File: src/design/ccs_pkg.sv
// package of constants for the controller status register upper bank
// Behaviour
// - bit 4 high while card present
// - bit 5 high when buffer can transfer
// - bit 6 shows buffer direction, write high
// - bit 7 high after configuration complete
// - bit 8 high when command accepted
// - bit 9 reflects autostart pin
// - control bit overrides autostart pin
// - bits 13-15 report image select pins
// - control field replaces image select pins
// - bit 17 mirrors card busy
// - bit 18 mirrors card ready
// - bit 19 mirrors card write fault
// - bit 20 mirrors card seek done
// - bit 21 mirrors card data request
// - bit 22 mirrors card corrected error
// - bit 23 mirrors card error
// - status at byte 04h-07h, word 02h-03h
package ccs_pkg;
    // ****************************************
    // status register addresses
    // ****************************************
    localparam logic [6:0] CCS_BYTE_ADDR_LO = 7'h04; // first byte lane of status
    localparam logic [6:0] CCS_BYTE_ADDR_HI = 7'h07; // last byte lane of status
    localparam logic [6:0] CCS_WORD_ADDR_LO = 7'h02; // low half word of status
    localparam logic [6:0] CCS_WORD_ADDR_HI = 7'h03; // high half word of status
    // ****************************************
    // status field positions
    // ****************************************
    localparam int CCS_CARD_PRESENT_BIT = 4;
    localparam int CCS_BUFFER_READY_BIT = 5;
    localparam int CCS_BUFFER_DIRECTION_BIT = 6;
    localparam int CCS_CONFIG_COMPLETE_BIT = 7;
    localparam int CCS_CARD_CMD_READY_BIT = 8;
    localparam int CCS_AUTOSTART_PIN_BIT = 9;
    localparam int CCS_IMAGE_SELECT_LSB = 13;
    localparam int CCS_IMAGE_SELECT_W = 3;
    localparam int CCS_CARD_BUSY_BIT = 17;
    localparam int CCS_MIRROR_LSB = 18;
    localparam int CCS_MIRROR_W = 6;
    // ****************************************
    // ata status bit positions in the card's status byte
    // ****************************************
    localparam int CCS_ATA_ERR = 0;
    localparam int CCS_ATA_CORR = 2;
    localparam int CCS_ATA_DRQ = 3;
    localparam int CCS_ATA_DSC = 4;
    localparam int CCS_ATA_DWF = 5;
    localparam int CCS_ATA_RDY = 6;
    localparam int CCS_ATA_BSY = 7;
    // ****************************************
    // reset values
    // ****************************************
    localparam logic [7:0] CCS_ATA_RESET = 8'h80; // card assumed busy until first poll
    localparam logic [31:0] CCS_STATUS_RESET = 32'h0000_0000;
endpackage

File: src/design/ccs_pin_sync.sv
// three-stage pin synchroniser with agreement filter
`timescale 1ns/1ps
module ccs_pin_sync
    import ccs_pkg::*;
#(
    parameter int WIDTH = 1
) (
    input wire logic core_clk,
    input wire logic rst_n,
    input wire logic [WIDTH-1:0] pin_in,
    output logic [WIDTH-1:0] pin_out
);
    // ****************************************
    // synchroniser chain
    // ****************************************
    logic [WIDTH-1:0] meta_r; // first stage, read only by second
    logic [WIDTH-1:0] sync2_r; // second stage
    logic [WIDTH-1:0] sync3_r; // third stage

    // shift chain
    always_ff @(posedge core_clk or negedge rst_n) begin
        if (!rst_n) begin
            meta_r <= '0;
            sync2_r <= '0;
            sync3_r <= '0;
        end else begin
            meta_r <= pin_in;
            sync2_r <= meta_r;
            sync3_r <= sync2_r;
        end
    end

    // a change counts only once stages two and three agree, per bit
    genvar g;
    generate
        for (g = 0; g < WIDTH; g++) begin : g_bit
            always_ff @(posedge core_clk or negedge rst_n) begin
                if (!rst_n) begin
                    pin_out[g] <= 1'b0;
                end else if (sync2_r[g] == sync3_r[g]) begin
                    pin_out[g] <= sync3_r[g];
                end
            end
        end
    endgenerate
endmodule

File: src/design/ccs_status_upper.sv
// upper status register bank: card, buffer, configuration and ata mirror status
`timescale 1ns/1ps
module ccs_status_upper
    import ccs_pkg::*;
(
    input wire logic core_clk,
    input wire logic rst_n,
    // parallel host bus
    input wire logic [6:0] host_addr,
    input wire logic host_cs_n,
    input wire logic host_rd_n,
    input wire logic host_wr_n,
    input wire logic bus_word_mode,
    output logic [15:0] host_rdata,
    output logic host_rdata_oe,
    // device pins
    input wire logic card_present_pin_n,
    input wire logic autostart_pin,
    input wire logic image_select_pin0,
    input wire logic image_select_pin1,
    input wire logic image_select_pin2,
    // control register fields
    input wire logic autostart_override_en,
    input wire logic autostart_override,
    input wire logic image_select_override_en,
    input wire logic [2:0] image_select_override,
    // internal engine state, same clock
    input wire logic buffer_ready,
    input wire logic buffer_direction,
    input wire logic config_complete,
    input wire logic card_cmd_ready,
    input wire logic card_poll_valid,
    input wire logic [7:0] card_ata_status,
    // lower status bits from lock and error logic
    input wire logic [3:0] status_lower,
    // effective configuration selections
    output logic config_autostart,
    output logic [2:0] image_select,
    output logic [31:0] controller_status
);
    // ****************************************
    // reset release
    // ****************************************
    logic rst_meta_r; // first reset stage
    logic rst_sync_n_r; // released reset used by the bank

    // release reset through two flip-flops
    always_ff @(posedge core_clk or negedge rst_n) begin
        if (!rst_n) begin
            rst_meta_r <= 1'b0;
            rst_sync_n_r <= 1'b0;
        end else begin
            rst_meta_r <= 1'b1;
            rst_sync_n_r <= rst_meta_r;
        end
    end

    // ****************************************
    // pin sampling
    // ****************************************
    logic [4:0] pins_raw; // raw pins
    logic [4:0] pins_sync; // filtered pins

    assign pins_raw = {image_select_pin2, image_select_pin1, image_select_pin0,
                       autostart_pin, card_present_pin_n};

    // pins arrive asynchronously, so filter them before use
    ccs_pin_sync #(
        .WIDTH(5)
    ) u_pin_sync (
        .core_clk(core_clk),
        .rst_n(rst_sync_n_r),
        .pin_in(pins_raw),
        .pin_out(pins_sync)
    );

    logic card_present; // card detect, active high
    logic autostart_pin_state; // sampled autostart pin
    logic [2:0] image_select_pins; // sampled image select pins

    assign card_present = ~pins_sync[0];
    assign autostart_pin_state = pins_sync[1];
    assign image_select_pins = pins_sync[4:2];

    // ****************************************
    // ata mirror
    // ****************************************
    logic [7:0] ata_r; // last polled card status byte

    // refresh only on a poll with a card in; stale values stay until the next poll or card removal
    always_ff @(posedge core_clk or negedge rst_sync_n_r) begin
        if (!rst_sync_n_r) begin
            ata_r <= CCS_ATA_RESET;
        end else if (!card_present) begin
            ata_r <= CCS_ATA_RESET; // no card, nothing trustworthy to show
        end else if (card_poll_valid) begin
            ata_r <= card_ata_status;
        end
    end

    // ****************************************
    // override selection
    // ****************************************
    // control register bit wins over the pin when enabled
    always_ff @(posedge core_clk or negedge rst_sync_n_r) begin
        if (!rst_sync_n_r) begin
            config_autostart <= 1'b0;
        end else if (autostart_override_en) begin
            config_autostart <= autostart_override;
        end else begin
            config_autostart <= autostart_pin_state;
        end
    end

    // image offset from control field or pins
    always_ff @(posedge core_clk or negedge rst_sync_n_r) begin
        if (!rst_sync_n_r) begin
            image_select <= 3'h0;
        end else if (image_select_override_en) begin
            image_select <= image_select_override;
        end else begin
            image_select <= image_select_pins;
        end
    end

    // ****************************************
    // status assembly
    // ****************************************
    logic [31:0] status_nxt; // next status word

    // reserved bits are left at zero by the default assignment
    always_comb begin
        status_nxt = CCS_STATUS_RESET;
        status_nxt[3:0] = status_lower;
        status_nxt[CCS_CARD_PRESENT_BIT] = card_present;
        // buffer ready only meaningful with a card attached
        status_nxt[CCS_BUFFER_READY_BIT] = buffer_ready;
        status_nxt[CCS_BUFFER_DIRECTION_BIT] = buffer_direction;
        status_nxt[CCS_CONFIG_COMPLETE_BIT] = config_complete;
        status_nxt[CCS_CARD_CMD_READY_BIT] = card_cmd_ready;
        status_nxt[CCS_AUTOSTART_PIN_BIT] = autostart_pin_state;
        status_nxt[CCS_IMAGE_SELECT_LSB +: CCS_IMAGE_SELECT_W] = image_select_pins;
        // bits 18-23 remain driven while busy; the host must discard them
        status_nxt[CCS_CARD_BUSY_BIT] = ata_r[CCS_ATA_BSY];
        status_nxt[CCS_MIRROR_LSB + 0] = ata_r[CCS_ATA_RDY];
        status_nxt[CCS_MIRROR_LSB + 1] = ata_r[CCS_ATA_DWF];
        status_nxt[CCS_MIRROR_LSB + 2] = ata_r[CCS_ATA_DSC];
        status_nxt[CCS_MIRROR_LSB + 3] = ata_r[CCS_ATA_DRQ];
        status_nxt[CCS_MIRROR_LSB + 4] = ata_r[CCS_ATA_CORR];
        status_nxt[CCS_MIRROR_LSB + 5] = ata_r[CCS_ATA_ERR];
    end

    // status register, read-only: no write path exists
    always_ff @(posedge core_clk or negedge rst_sync_n_r) begin
        if (!rst_sync_n_r) begin
            controller_status <= CCS_STATUS_RESET;
        end else begin
            controller_status <= status_nxt;
        end
    end

    // ****************************************
    // host read path
    // ****************************************
    // decode: returns lane select, 3'b1xx meaning no hit
    function automatic logic [2:0] ccs_decode(input logic [6:0] a, input logic wm);
        logic [2:0] r;
        r = 3'h4;
        if (!wm && a >= CCS_BYTE_ADDR_LO && a <= CCS_BYTE_ADDR_HI) begin
            r = {1'b0, a[1:0]};
        end else if (wm && a >= CCS_WORD_ADDR_LO && a <= CCS_WORD_ADDR_HI) begin
            r = {1'b0, 1'b0, a[0]};
        end
        return r;
    endfunction

    logic [2:0] lane; // decoded lane
    logic rd_hit; // read of status this cycle
    logic [15:0] rdata_nxt; // next read data

    assign lane = ccs_decode(host_addr, bus_word_mode);
    // a strobe pair with write also low is not a clean read, so it is refused
    assign rd_hit = !host_cs_n && !host_rd_n && host_wr_n && !lane[2];

    // select byte or half word; writes are simply ignored
    always_comb begin
        rdata_nxt = 16'h0000;
        if (rd_hit) begin
            if (bus_word_mode) begin
                rdata_nxt = lane[0] ? controller_status[31:16] : controller_status[15:0];
            end else begin
                case (lane[1:0])
                    2'h0: rdata_nxt = {8'h00, controller_status[7:0]};
                    2'h1: rdata_nxt = {8'h00, controller_status[15:8]};
                    2'h2: rdata_nxt = {8'h00, controller_status[23:16]};
                    2'h3: rdata_nxt = {8'h00, controller_status[31:24]};
                    default: rdata_nxt = 16'h0000;
                endcase
            end
        end
    end

    // registered read data, one cycle after the strobe is seen
    always_ff @(posedge core_clk or negedge rst_sync_n_r) begin
        if (!rst_sync_n_r) begin
            host_rdata <= 16'h0000;
            host_rdata_oe <= 1'b0;
        end else begin
            host_rdata <= rdata_nxt;
            host_rdata_oe <= rd_hit;
        end
    end
endmodule

File: config.mk
export PLATFORM = sky130hd
export DESIGN_NAME = ccs_status_upper
export DESIGN_NICKNAME = d
export VERILOG_FILES = /design/src/design/ccs_pkg.sv /design/src/design/ccs_pin_sync.sv /design/src/design/ccs_status_upper.sv
export SDC_FILE = /design/constraint.sdc
export NUM_CORES = 1
export LEC_CHECK = 0
export ABC_AREA = 1
export BUFFER_PORTS_ARGS = -buffer_cell sky130_fd_sc_hd__buf_4
export CAP_MARGIN = 20
export CORE_UTILIZATION = 51
export DETAILED_ROUTE_END_ITERATION = 12
export GPL_ROUTABILITY_DRIVEN = 0
export PLACE_DENSITY = 0.86
export SYNTH_ARGS = -nofsm -noshare
export SYNTH_HDL_FRONTEND = slang
export SYNTH_SLANG_ARGS = --single-unit
File: constraint.sdc
create_clock -name core_clk -period 3.5 [get_ports core_clk]
set_input_delay 0.7 -clock core_clk [delete_from_list [all_inputs] [get_ports core_clk]]
set_output_delay 0.7 -clock core_clk [all_outputs]
set_load 0.02 [all_outputs]
== After elaboration in Yosys (flattened, before gate mapping) ==
Index checks and enable logic that the tools add are counted.
W data, S select, Z words.
Word-level totals
  register bits after elaboration: 71
  bits in latches: 0
  RAM bits: 0
  bits in read-only memories: 0
  input bits: 41
  output and inout port bits: 53
  word-level logic and storage cells: 52
  memories kept: 0
Cells by class
  add/subtract/negate cells: 0
  $mul: 0
  divide/modulo/power cells: 0
  magnitude comparators: 4
  eq/ne operators: 8
  shift-type cells: 0
  multiplexer cells: 10
  bitwise logic cells: 1
  reduce and logical (&&, ||, !) cells: 13
Operator list (number)
  $pmux W16 S4: 1
  $mux W16: 3
  $mux W8: 2
  $mux W3: 3
  $ge A7 B2 Y1 const B: 1
  $ge A7 B3 Y1 const B: 1
  $le A7 B2 Y1 const B: 1
  $le A7 B3 Y1 const B: 1
  $logic_and A1 B1 Y1: 7
  $eq A1 B1 Y1: 5
  $eq A2 B2 Y1 const B: 2
  $logic_not A1 Y1: 4
  $eq A2 B1 Y1 const B: 1
  $logic_not A2 Y1: 1
  $reduce_bool A2 Y1: 1
  $mux W1: 1
  $not A1 Y1: 1

== Depth between registers and ports, before layout ==
Gate-level depths: netlist (run 1).
  depth after elaboration: 9
  gate-level depth with buffers: 10
  gate-level depth less buffers: 10

== Hierarchy ==
A second synthesis (run 1) with hierarchy kept.
Unflattened totals
  cells, all modules: 227
  area total of the unflattened synthesis: 2488.6 µm²
Modules (own cells, without submodules)
  ccs_status_upper: times used 1, cells an instance 187, area an instance 1906.8 µm²
  ccs_pin_sync: times used 1, cells an instance 40, area an instance 581.8 µm²

== Worst setup path before layout (run 1) ==
OpenSTA, ideal clock, no wires.
  kind: input to register
  start point: input host_addr[4]
  end point: register host_rdata[13]
  arrival: 1.546 ns
  slack: 1.881 ns
  stages on the path: 7
  path buffers: 0
  cell sequence: nor2_1 nand2_1 inv_1 nand2_1 nor4_4 nand2_2 nor2_1
Between the ends
  longest elaborated chain between the ends: 8
  elaborated cells on any way between the ends: 15
  classes of those cells: 4 x order compare; 5 x mux; 6 x reduce/logical
Ends and longest elaborated chain
  from (decl): RTL line ccs_status_upper.sv:9  | input wire logic [6:0] host_addr,
  $ge A7 B2 Y1: RTL line ccs_status_upper.sv:171  | end else if (wm && a >= CCS_WORD_ADDR_LO && a <= CCS_WORD_ADDR_HI) begin
  $logic_and A1 B1 Y1 (2 in a row): RTL line ccs_status_upper.sv:171
  $mux W3: RTL line ccs_status_upper.sv:171
  $mux W3 *: RTL line ccs_status_upper.sv:169  | if (!wm && a >= CCS_BYTE_ADDR_LO && a <= CCS_BYTE_ADDR_HI) begin
  $logic_not A1 Y1 *: RTL line ccs_status_upper.sv:183  | assign rd_hit = !host_cs_n && !host_rd_n && host_wr_n && !lane[2];
  $logic_and A1 B1 Y1 *: RTL line ccs_status_upper.sv:183
  named net rd_hit: RTL line ccs_status_upper.sv:178  | logic rd_hit;
  $mux W16 *: RTL line ccs_status_upper.sv:188  | if (rd_hit) begin
  named net rdata_nxt[13]: RTL line ccs_status_upper.sv:179  | logic [15:0] rdata_nxt;
  to (signal assigned): RTL line ccs_status_upper.sv:209  | host_rdata <= rdata_nxt;
  to (decl): RTL line ccs_status_upper.sv:14  | output logic [15:0] host_rdata,
Mark *: on every way through the listed nets, which the timed path passes. The rest lies on a longest branch.
A chain may end at the register's enable or synchronous reset.

== Final worst setup path (run 1) ==
  start point: input bus_word_mode
  end point: register host_rdata[5]
Between the ends
  longest elaborated chain between the ends: 8
  elaborated cells on any way between the ends: 17
  classes of those cells: 3 x eq/ne; 6 x mux; 8 x reduce/logical
Ends and longest elaborated chain
  from (decl): RTL line ccs_status_upper.sv:13  | input wire logic bus_word_mode,
  $logic_and A1 B1 Y1 / $logic_not A1 Y1 (equally long branches): RTL line ccs_status_upper.sv:171, ccs_status_upper.sv:169
  $logic_and A1 B1 Y1, on equally long branches: RTL line ccs_status_upper.sv:171, ccs_status_upper.sv:169
  $mux W3 / $logic_and A1 B1 Y1 (equally long branches): RTL line ccs_status_upper.sv:171, ccs_status_upper.sv:169
  $mux W3: RTL line ccs_status_upper.sv:169
  $eq A2 B2 Y1, or another cell as far along: RTL line ccs_status_upper.sv:192  | case (lane[1:0])
  $pmux W16 S4: RTL line ccs_status_upper.sv:192
  $mux W16: RTL line ccs_status_upper.sv:189  | if (bus_word_mode) begin
  $mux W16 *: RTL line ccs_status_upper.sv:188
  named net rdata_nxt[5]: RTL line ccs_status_upper.sv:179
Mark *: on every way through the listed nets, which the timed path passes. The rest lies on a longest branch. The select of a mux whose other input is x is not followed.

==> impl_results.md, run 1 <==
* Final Skew at roughly 0.0033 ns
* Fin crit share at 0.521
* Layout overhead on the synthesized area at 32.4%
* Worst-path cell chain: buf_4 > inv_2 > nand2_2 > nand2_1 > nand3_1 > buf_4 > nand2_1 > inv_1 > nand2_1 > nand2_1 > nor2_1 > nor2_1
* Compound-Gate Fraction of Synth Area at 0.0448
* Mapped Cells at about 210
* Initial core utilization at 0.543
* Final Critical Period at ~1.8 ns
* DP HPWL at roughly 3.5 mm
* Global-route wire length before repair at a little over 8 mm
* Status: finished with violations
* Combinational Power Share at 0.102
* Drt via density at between 4 and 5
* Core ar. at around 0.0045 sq mm
* Failing checks: DRC
* Latest clock arrival within the worst-skew pair at roughly 0.34 ns
* GR Util met1 at 0.256
* Post-synthesis simple-gate area fraction at 0.154
* Sequential share of power at 0.517
* Fillers at 320
* Synth Cell Area at around 0.0024 sq mm
* # hold bufs at CTS at 0
* Synth Area in Adders at 0.0206
* Ports at 94
* Port bufs at a little under 80
* CTS Root Cell: clkbuf_8
* Library cells used by synthesis at 20
* Vias at about 1700
* Startpoint types: primary input
* Max Cap Violations at 0
* CP max stage cell: buf_4
* Post_cts resized at 0
* Crit path DAT at 2.09 ns
* Gr busiest metal: met2
* Most frequent cells in the layout: buf_4 (79), dfrtp_1 (65), nand2_1 (54), nor2_1 (16), conb_1 (16)
* Register Area at 0.00168 sq mm
* CTS clk-pin slew, worst paths at approximately 0.07 ns
* Die height at between 70 and 80 um
* Worst setup path category: in -> reg
* Vias in the first global route at between 1500 and 2000
* Die width at 71.0 um
* Post-synthesis sequential area ratio at 0.690
* Unrepaired setup endpoints after global routing: false
* Ys Warns at 0
* Setup TNS at 0 ns
* # Post-CTS Setup Buffers at 0
* Hold Path Class: in -> async
* Syn Area/Cell at about 12 sq um
* Met3 Use GR at 0.0584
* Area of the multi-input gates at between 600 and 700 sq um
* CP Data Required Time at between 3 and 4 ns
* Headroom to the max-slew limit at 0.445
* Post-layout util at 0.719
* # rows at 24
* Clock tree sinks at between 60 and 70
* Largest family of logic cells by synthesized area: simple AND/OR/NAND/NOR gates
* Wire per inst at ~14 um
* Routed Antenna Nets at 0
* LEAKAGE at between 1.5 and 2 nW
* DR pass1 iterations at 8
* Clock buffer depth at 2
* Met2 Track Usage GR at 0.372
* CTS tree: built
* Initial antenna violation count at 0
* Power share of the clock group at 0.381
* Placed instance count at 338
* Drt drc at 7
* FMAX at 549 MHz
* Die area at between 0.005 and 0.006 sq mm
* Pin count of the biggest net entering global routing at just over 40
* Most frequent CP cell: nand2_1
* 1st-iter DRT viols at around 100
* Worst Tran Pin Value at 0.833 ns
* Sw frac at 0.250
* Total wire length at 4.98 mm
* Max rail drop VDD at 0.000359 V
* Fin cells at ~350
* FF+latch count, synth at 67
* Power Internal at 1.24 mW
* Htree depth at 3
* Final setup vio count at 0
* Total gr overflow at 0
* Most common cell after layout, fill and taps aside: buf_4
* Layout cells sized above 1 at 0.348
* Antenna Cells at 0
* CP peak stage delay at around 0.25 ns
* CTS Buf Count at 9
* Switch Pwr at about 0.42 mW
* XOR/XNOR Fraction of Synth Area at 0
* PwrDens at between 500 and 600 mW/mm^2
* GRT Total Usage at 0.220
* Fin. max-slew vios at 0
* Critical Path Fanout Max at 23
* Worst setup EP type: flop
* Final nets at between 300 and 400
* Final Hold Viols at 0
* Mux contribution to synthesized area at 0.0185
==> critical path, delay by kind of cell <==
kind                   cells  cell delay, ns
buffers and inverters      4            0.76
AND/OR/NAND/NOR            8            0.62
==> stage by stage <==
stage                     setup slack (ns)  power [mW]  area (sq um)  hold WS, ns
after floorplan                       1.50       0.961          2480        0.331
after CTS                             1.71        1.68          3220        0.115
after global routing                  1.53        1.73          3220        0.110
after global placement                1.43        1.03          3020        0.331
after detailed placement              1.37        1.04          3020        0.340
final                                 1.68        1.66          3220        0.129
==> power by group through the flow <==
| stage | registers [mW] | clock network [mW] | logic, mW |
|---|---|---|---|
| finish | 0.859 | 0.633 | 0.169 |
| global route | 0.865 | 0.682 | 0.181 |
| CTS | 0.860 | 0.649 | 0.170 |
| detailed placement | 0.873 | 0 | 0.168 |
| global placement | 0.871 | 0 | 0.164 |
| floorplan | 0.894 | 0 | 0.0665 |
==> final timing paths <==
kind | endpoint | slack [ns] | depth (start not counted) | start
max reg2reg | image_select[0] | 2.29 | 1 | rst_sync_n_r
max in group asynchronous | image_select[0] | 2.29 | 1 | rst_sync_n_r
max | host_rdata[5] | 1.68 | 12 | bus_word_mode
min | rst_meta_r | 0.13 | 1 | rst_n
min in group core_clk | u_pin_sync.sync2_r[0] | 0.35 | 0 | u_pin_sync.meta_r[0]
min reg2reg | u_pin_sync.sync2_r[0] | 0.35 | 0 | u_pin_sync.meta_r[0]
==> state kept, by name (all words and copies together) (netlist names), 3 cells and up <==
signal,cells
ata_r,7
host_rdata,13
u_pin_sync.sync2_r,5
u_pin_sync.pin_out,5
u_pin_sync.meta_r,5
controller_status,20
image_select,3
u_pin_sync.sync3_r,5
==> final cells by class <==
class | count | share of cell area
flip-flops and latches | 67 | 0.522
multi-input cells | 129 | 0.198
repair buffers | 79 | 0.184
clock buffers | 10 | 0.0428
well taps | 52 | 0.0202
clock inverters | 6 | 0.0198
inverters | 11 | 0.0128
==> logic make-up after synthesis <==
family,Yosys count
other,2
buffers and inverters,29
muxes,4
AOI/OAI and AO/OA,16
DFF,67
and+or+nand+nor,88
adders and majority gates,5
==> cell usage after synthesis <==
cell type,instances,share of area
mux2_2,4,0.019
nand2_2,2,0.0051
buf_2,2,0.0041
inv_2,1,0.0015
a31oi_1,3,0.0077
nor2_1,16,0.025
maj3_1,5,0.021
clkbuf_1,1,0.0015
nor4_4,1,0.0087
dfstp_2,1,0.011
nand3_1,13,0.027
a21oi_1,6,0.012
a22o_1,6,0.022
a21boi_1,1,0.0031
conb_1,2,0.0031
buf_4,15,0.046
dfrtp_1,66,0.68
nand4_1,2,0.0051
inv_1,10,0.015
nand2_1,54,0.083
==> per-layer routing <==
layer,routed length (um),share of wire,vias up
met5,0,0,-
met4,150,0.030,0
met3,348,0.070,16
met2,2580,0.52,78
met1,1910,0.38,804
li1,-,-,817
No activity file was read; power rests on OpenSTA's default activity.
==> inputs of run 2 (changes only) <==
- ABC_AREA: 1 -> 0
- CORE_UTILIZATION: 51 -> 48
- PLACE_DENSITY: 0.86 -> 0.81
- clock period: 3.5 -> 1.85 ns (I/O delays scaled with it)
==> run 2 against run 1 <==
Effect of this change: the run now ends clean; highest routed layer unchanged; sequential power is 89% higher; clock skew grew 0.0032 ns; critical path depth fell by 6.
==> impl_results.md, run 2 <==
* Status: complete, no violations (was finished with violations)
* Fillers at 381 (was 320)
* EDFF count, synth at 0 (unchanged)
* Hold Path Class: in -> reg (was in -> async)
* Unrepaired setup endpoints after global routing: false (unchanged)
* # rows at 26 (was 24)
* Vias in the first global route at 1575 (was 1717)
* Worst setup EP type: flop (unchanged)
* CTS clk-pin slew, worst paths at 0.07 ns (about the same)
* Final Critical Period at about 1.5 ns
* GRT Total Usage at 0.195 (was 0.220)
* Startpoint types: primary input (unchanged)
* Fin crit share at 0.822
* Final Hold Viols at 0 (unchanged)
* Pin count of the biggest net entering global routing at 35 (was 41)
* Most common cell after layout, fill and taps aside: buf_4 (unchanged)
* CTS tree: built (unchanged)
* Routed Antenna Nets at 0 (unchanged)
* Main area contributors after synthesis: dfrtp_1 (65%), buf_4 (4.5%), mux2i_1 (4.4%), mux2_2 (3.1%), and4b_1 (2.0%) (was dfrtp_1 (68%), nand2_1 (8.3%), buf_4 (4.6%), nand3_1 (2.7%), nor2_1 (2.5%))
* Antenna Cells at 0 (unchanged)
* Max rail drop VDD at 0.000505 V (was 0.000359 V)
* Latest clock arrival within the worst-skew pair at 0.33 ns (was 0.34 ns)
* Synth async-reset ratio at 1.00 (unchanged)
* FMAX at 658 MHz
* Final setup vio count at 0 (unchanged)
* Port bufs at 77 (unchanged)
* FF+latch count, synth at 67 (unchanged)
* Setup TNS at 0 ns (unchanged)
* Die height at 74.5 um (was 71.0 um)
* DP HPWL at 3.67 mm (was 3.46 mm)
* Hold_ws at 0.137 ns (was 0.129 ns)
* Design area at 0.00334 sq mm (was 0.00322 sq mm)
* Fin. max-slew vios at 0 (unchanged)
* # Post-CTS Setup Buffers at 0 (unchanged)
* Total gr overflow at 0 (unchanged)
* CTS Root Cell: clkbuf_8 (unchanged)
* Htree depth at 3 (unchanged)
* Post-layout util at 0.658 (was 0.719)
* Layout overhead on the synthesized area at 32.2% (was 32.4%)
* DR pass1 iterations at 4 (was 8)
* Layout cells sized above 1 at 0.422 (was 0.348)
* Crit path DAT at 1.73 ns (was 2.09 ns)
* Initial antenna violation count at 0 (unchanged)
* Core ar. at 0.00507 sq mm (was 0.00447 sq mm)
* Die area at 0.00555 sq mm (was 0.00505 sq mm)
* Cell area after placement at 0.00315 sq mm (was 0.00302 sq mm)
* Ys Warns at 0 (unchanged)
* Worst setup path category: in -> reg (unchanged)
* Clock buffer depth at 2 (unchanged)
* Critical Path Fanout Max at 11 (was 23)
* Largest Register: controller_status (unchanged)
* 1st-iter DRT viols at 107 (was 101)
* Most frequent cell after synthesis: dfrtp_1 (unchanged)
* Post-synth top flop: dfrtp_1 (unchanged)
* Max Cap Violations at 0 (unchanged)
* PwrDens at 913 mW/mm^2 (was 516 mW/mm^2)
* Total wire length at 4.93 mm (was 4.98 mm)
* Commonest cells in the netlist: dfrtp_1 (66), buf_4 (15), mux2i_1 (11) (was dfrtp_1 (66), nand2_1 (54), nor2_1 (16))
* Most frequent cells in the layout: buf_4 (81), dfrtp_1 (65), conb_1 (16), clkbuf_8 (12), mux2i_1 (11) (was buf_4 (79), dfrtp_1 (65), nand2_1 (54), nor2_1 (16), conb_1 (16))
* Final Skew at 0.00652 ns (was 0.00331 ns)
* Largest regs: controller_status: 20 flops, host_rdata: 13 flops, ata_r: 7 flops (unchanged)
* Ports at 94 (unchanged)
* Synth Cell Area at 0.00252 sq mm (was 0.00243 sq mm)
* Die width at 74.5 um (was 71.0 um)
* Dominant cell type by area after synthesis: dfrtp_1 (unchanged)
* Global-route wire length before repair at 7.60 mm (was 8.08 mm)
* Clock tree sinks at 67 (unchanged)
* Post-synthesis sequential area ratio at 0.665 (was 0.690)
* Max reg flops at 20 (unchanged)
* R2R Setup Slk at 0.75 ns (was 2.29 ns)
* LEAKAGE at 1.71 nW (was 1.72 nW)
* CP Data Required Time at 2.06 ns (was 3.77 ns)
* Vias at 1650 (was 1715)
* Initial core utilization at 0.498 (was 0.543)
* Library cells used by synthesis at 30 (was 20)
* CTS Buf Count at 9 (unchanged)
* Syn Area/Cell at 14.1 sq um (was 11.5 sq um)
* Mapped Cells at 179 (was 211)
* Post-synth top area share at 0.654 (was 0.679)
* Final nets at 307 (was 338)
* Drt drc at 0 (was 7)
* Drt via density at 4.85 (was 4.84)
* Wire per inst at 14.5 um (was 14.1 um)
[run 2: power by group]
| group | internal, mW | switching (mW) |
|---|---|---|
| Combinational | 0.165 | 0.187 |
| Sequential | 1.55 | 0.0653 |
| Clock | 0.585 | 0.495 |
[run 2: critical path: stages]
cell and delay, ns:
buf_4 0.12, nor4_4 0.44, o211ai_4 0.13, buf_4 0.20
mux2i_1 0.12, a221oi_1 0.34
[run 2: cell families after synthesis]
family	count (synthesis)	share of synthesized area
other	2	0.00297
AO/OA/AOI/OAI	28	0.0823
AND/OR/NAND/NOR	36	0.0951
multiplexers	18	0.0748
flip-flops	67	0.665
adder cells (fa/ha/maj)	5	0.0198
buffers and inverters	23	0.0605
[run 2: final timing paths]
path	from	to	depth (start not counted)
hold reg to reg	rst_sync_n_r	host_rdata[4]	0
hold / removal	status_lower[2]	controller_status[2]	1
setup / recovery	host_addr[4]	host_rdata[7]	6
min in group asynchronous	rst_sync_n_r	host_rdata[4]	0
setup reg to reg	controller_status[21]	host_rdata[5]	3
max in group asynchronous	rst_sync_n_r	controller_status[22]	1
[run 2: final cells by class]
cell class	instances	area, sq um	area share
sequential	67	1680	0.503
multi-input combinational	103	747	0.224
timing repair buffer	83	638	0.191
clock buffer	13	169	0.0506
tap	70	87.6	0.0262
clock inverter	2	10.0	0.00300
inverter	2	7.51	0.00225
[run 2: timing repair]
item	in CTS	in global routing
hold endpoints to repair	2	0
hold buffers	1	0
resized for setup	0	0
[run 2: stage by stage]
| stage | std cells | setup slack (ns) | power (mW) |
|---|---|---|---|
| CTS | 340 | 0.345 | 3.07 |
| finish | 340 | 0.329 | 3.05 |
| detailed placement | 324 | 0.0359 | 2.00 |
| global route | 340 | 0.264 | 3.17 |
| global placement | 324 | 0.0779 | 1.98 |
| floorplan | 193 | 0.145 | 1.83 |
[run 2: metal layers]
metal  up-vias  track usage  share of wire
met5         -            0              0
met1       801        0.233           0.39
met2        69        0.322           0.52
li1        769            -              -
met3        11       0.0637          0.067
met4         0       0.0839          0.022
==> inputs of run 3 (changes only) <==
- ABC_AREA: 0 -> 1
- PLACE_DENSITY: 0.81 -> 0.82
- clock period: 1.85 -> 1.4 ns (I/O delays scaled with it)
==> run 3 against run 2 <==
Effect of this change: combinational power grew 28%; non-clock buffer count grew 7; clock power grew 59%; sequential share of layout area shrank 0.37 points; sequential power grew 32%; die area shrank 3.6%; clock-buffer cell count shrank 3; cell count grew 12%; routed wire length grew 0.59%; hold slack lost 0.090 ns; critical path type is now reg -> out; critical endpoint is now controller_status[9].
==> impl_results.md, run 3 (synthesis results as in run 1) <==
* Vias in the first global route at 1678 (was 1575)
* Clock tree sinks at 67 (unchanged)
* CP max stage cell: dfrtp_1 (was nor4_4)
* Fin crit share at 0.879
* Combinational Power Share at 0.105 (was 0.115)
* CTS clk-pin slew, worst paths at 0.07 ns (about the same)
* Final Skew at 0.00603 ns (was 0.00652 ns)
* Status: complete, no violations (unchanged)
* Max rail drop VDD at 0.000920 V (was 0.000505 V)
* Final Hold Viols at 0 (unchanged)
* Worst setup EP type: primary output (was flop)
* # rows at 25 (was 26)
* Sw frac at 0.242 (was 0.245)
* Vias at 1810 (was 1650)
* Htree depth at 3 (unchanged)
* DP HPWL at 3.65 mm (was 3.67 mm)
* Initial antenna violation count at 0 (unchanged)
* Fin cells at 380 (was 340)
* Power share of the clock group at 0.399 (was 0.354)
* Hold Path Class: in -> reg (unchanged)
* Die height at 73.2 um (was 74.5 um)
* PwrDens at 1280 mW/mm^2 (was 913 mW/mm^2)
* Max Cap Violations at 0 (unchanged)
* Largest Register: controller_status (unchanged)
* Startpoint types: flop (was primary input)
* Total gr overflow at 0 (unchanged)
* Antenna Cells at 0 (unchanged)
* Drt drc at 0 (unchanged)
* CTS Root Cell: clkbuf_8 (unchanged)
* Most frequent cells in the layout: buf_4 (87), dfrtp_1 (65), nand2_1 (54), nor2_1 (16), conb_1 (16) (was buf_4 (81), dfrtp_1 (65), conb_1 (16), clkbuf_8 (12), mux2i_1 (11))
* Die width at 73.2 um (was 74.5 um)
* Clock buffer depth at 2 (unchanged)
* Switch Pwr at 1.04 mW (was 0.747 mW)
* CTS Buf Count at 9 (unchanged)
* CP top delay family: flip-flops (was compound AO/OA/AOI/OAI gates)
* Crit path DAT at 0.95 ns (was 1.73 ns)
* LEAKAGE at 1.78 nW (was 1.71 nW)
* Placed instance count at 363 (was 324)
* CP peak stage delay at 0.43 ns (was 0.44 ns)
* Pin count of the biggest net entering global routing at 33 (was 35)
* Initial core utilization at 0.508 (was 0.498)
* Design Power at 4.31 mW (was 3.05 mW)
* FMAX at between 800 and 900 MHz
* Design area at 0.00336 sq mm (was 0.00334 sq mm)
* Power Internal at 3.27 mW (was 2.30 mW)
* Wire per inst at 13.0 um (was 14.5 um)
* Port bufs at 77 (unchanged)
* Total wire length at 4.96 mm (was 4.93 mm)
* Global-route wire length before repair at 7.57 mm (was 7.60 mm)
* Die area at 0.00535 sq mm (was 0.00555 sq mm)
* Largest regs: controller_status: 20 flops, host_rdata: 13 flops, ata_r: 7 flops (unchanged)
* Unrepaired setup endpoints after global routing: false (unchanged)
* Max reg flops at 20 (unchanged)
* Routed Antenna Nets at 0 (unchanged)
* CTS tree: built (unchanged)
* Sequential share of power at 0.496 (was 0.530)
* Latest clock arrival within the worst-skew pair at 0.34 ns (was 0.33 ns)
* Fin. max-slew vios at 0 (unchanged)
* CP Data Required Time at 1.12 ns (was 2.06 ns)
* Critical Path Fanout Max at 3 (was 11)
* # Post-CTS Setup Buffers at 0 (unchanged)
* DR pass1 iterations at 5 (was 4)
* Core ar. at 0.00479 sq mm (was 0.00507 sq mm)
* 1st-iter DRT viols at 105 (was 107)
* GRT Total Usage at 0.199 (was 0.195)
* Most common cell after layout, fill and taps aside: buf_4 (unchanged)
* Worst-path cell chain: buf_4 (was buf_4 > nor4_4 > o211ai_4 > buf_4 > mux2i_1 > a221oi_1)
* Layout cells sized above 1 at 0.364 (was 0.422)
* Setup TNS at 0 ns (unchanged)
* Layout overhead on the synthesized area at 38.3% (was 32.2%)
* Cell area after placement at 0.00314 sq mm (was 0.00315 sq mm)
* Final setup vio count at 0 (unchanged)
* Final nets at 349 (was 307)
* Final Critical Period at ~1.2 ns
* Worst Path Buf+Inv at 1 (was 2)
* Worst setup path category: reg -> out (was in -> reg)
* Drt via density at 4.76 (was 4.85)
* Ports at 94 (unchanged)
run 3: cell type report:
cell class | count | area, sq um
flip-flops and latches | 67 | 1680
fillers | 360 | 1420
repair buffers | 90 | 703
multi-input cells | 129 | 638
clock buffers | 10 | 128
clock inverters | 6 | 90.1
well taps | 67 | 83.8
inverters | 11 | 41.3
run 3: timing repair:
item                                   CTS  global route
hold buffers                             1             0
resized for setup                        0             0
endpoints found under the hold margin    2             0
run 3: stage by stage:
| step | utilization | worst slack (ns) | hold WS [ns] |
|---|---|---|---|
| 6_report | 0.703 | 0.169 | 0.0469 |
| 5_1_grt | 0.703 | 0.0916 | 0.0289 |
| 4_1_cts | 0.703 | 0.182 | 0.0356 |
| 3_5_place_dp | 0.655 | -0.124 | 0.0663 |
| 3_3_place_gp | 0.655 | -0.0342 | 0.0634 |
| 2_1_floorplan | - | 0.201 | -0.0156 |
run 3: worst paths after layout:
path,start,to,slack (ns),cells after the start
max,controller_status[9],controller_status[9],0.17,1
min,image_select_pin1,u_pin_sync.meta_r[3],0.05,1
max reg2reg,u_pin_sync.pin_out[0],ata_r[3],0.37,2
min reg2reg,rst_sync_n_r,u_pin_sync.meta_r[0],0.23,0
max in group asynchronous,rst_sync_n_r,controller_status[14],0.65,1
min in group asynchronous,rst_sync_n_r,u_pin_sync.meta_r[0],0.23,0
run 3: power by group through the flow:
stage	logic [mW]	clock network (mW)	registers (mW)
final	0.451	1.72	2.14
after global routing	0.489	1.83	2.15
after CTS	0.456	1.74	2.14
after detailed placement	0.451	0	2.17
after global placement	0.439	0	2.17
after floorplan	0.166	0	2.24
run 3: routing by layer:
metal	part of all wire	vias up	track usage
met4	0.026	0	0.129
met5	0	-	0
li1	-	843	-
met3	0.072	13	0.0511
met2	0.49	82	0.318
met1	0.41	872	0.241
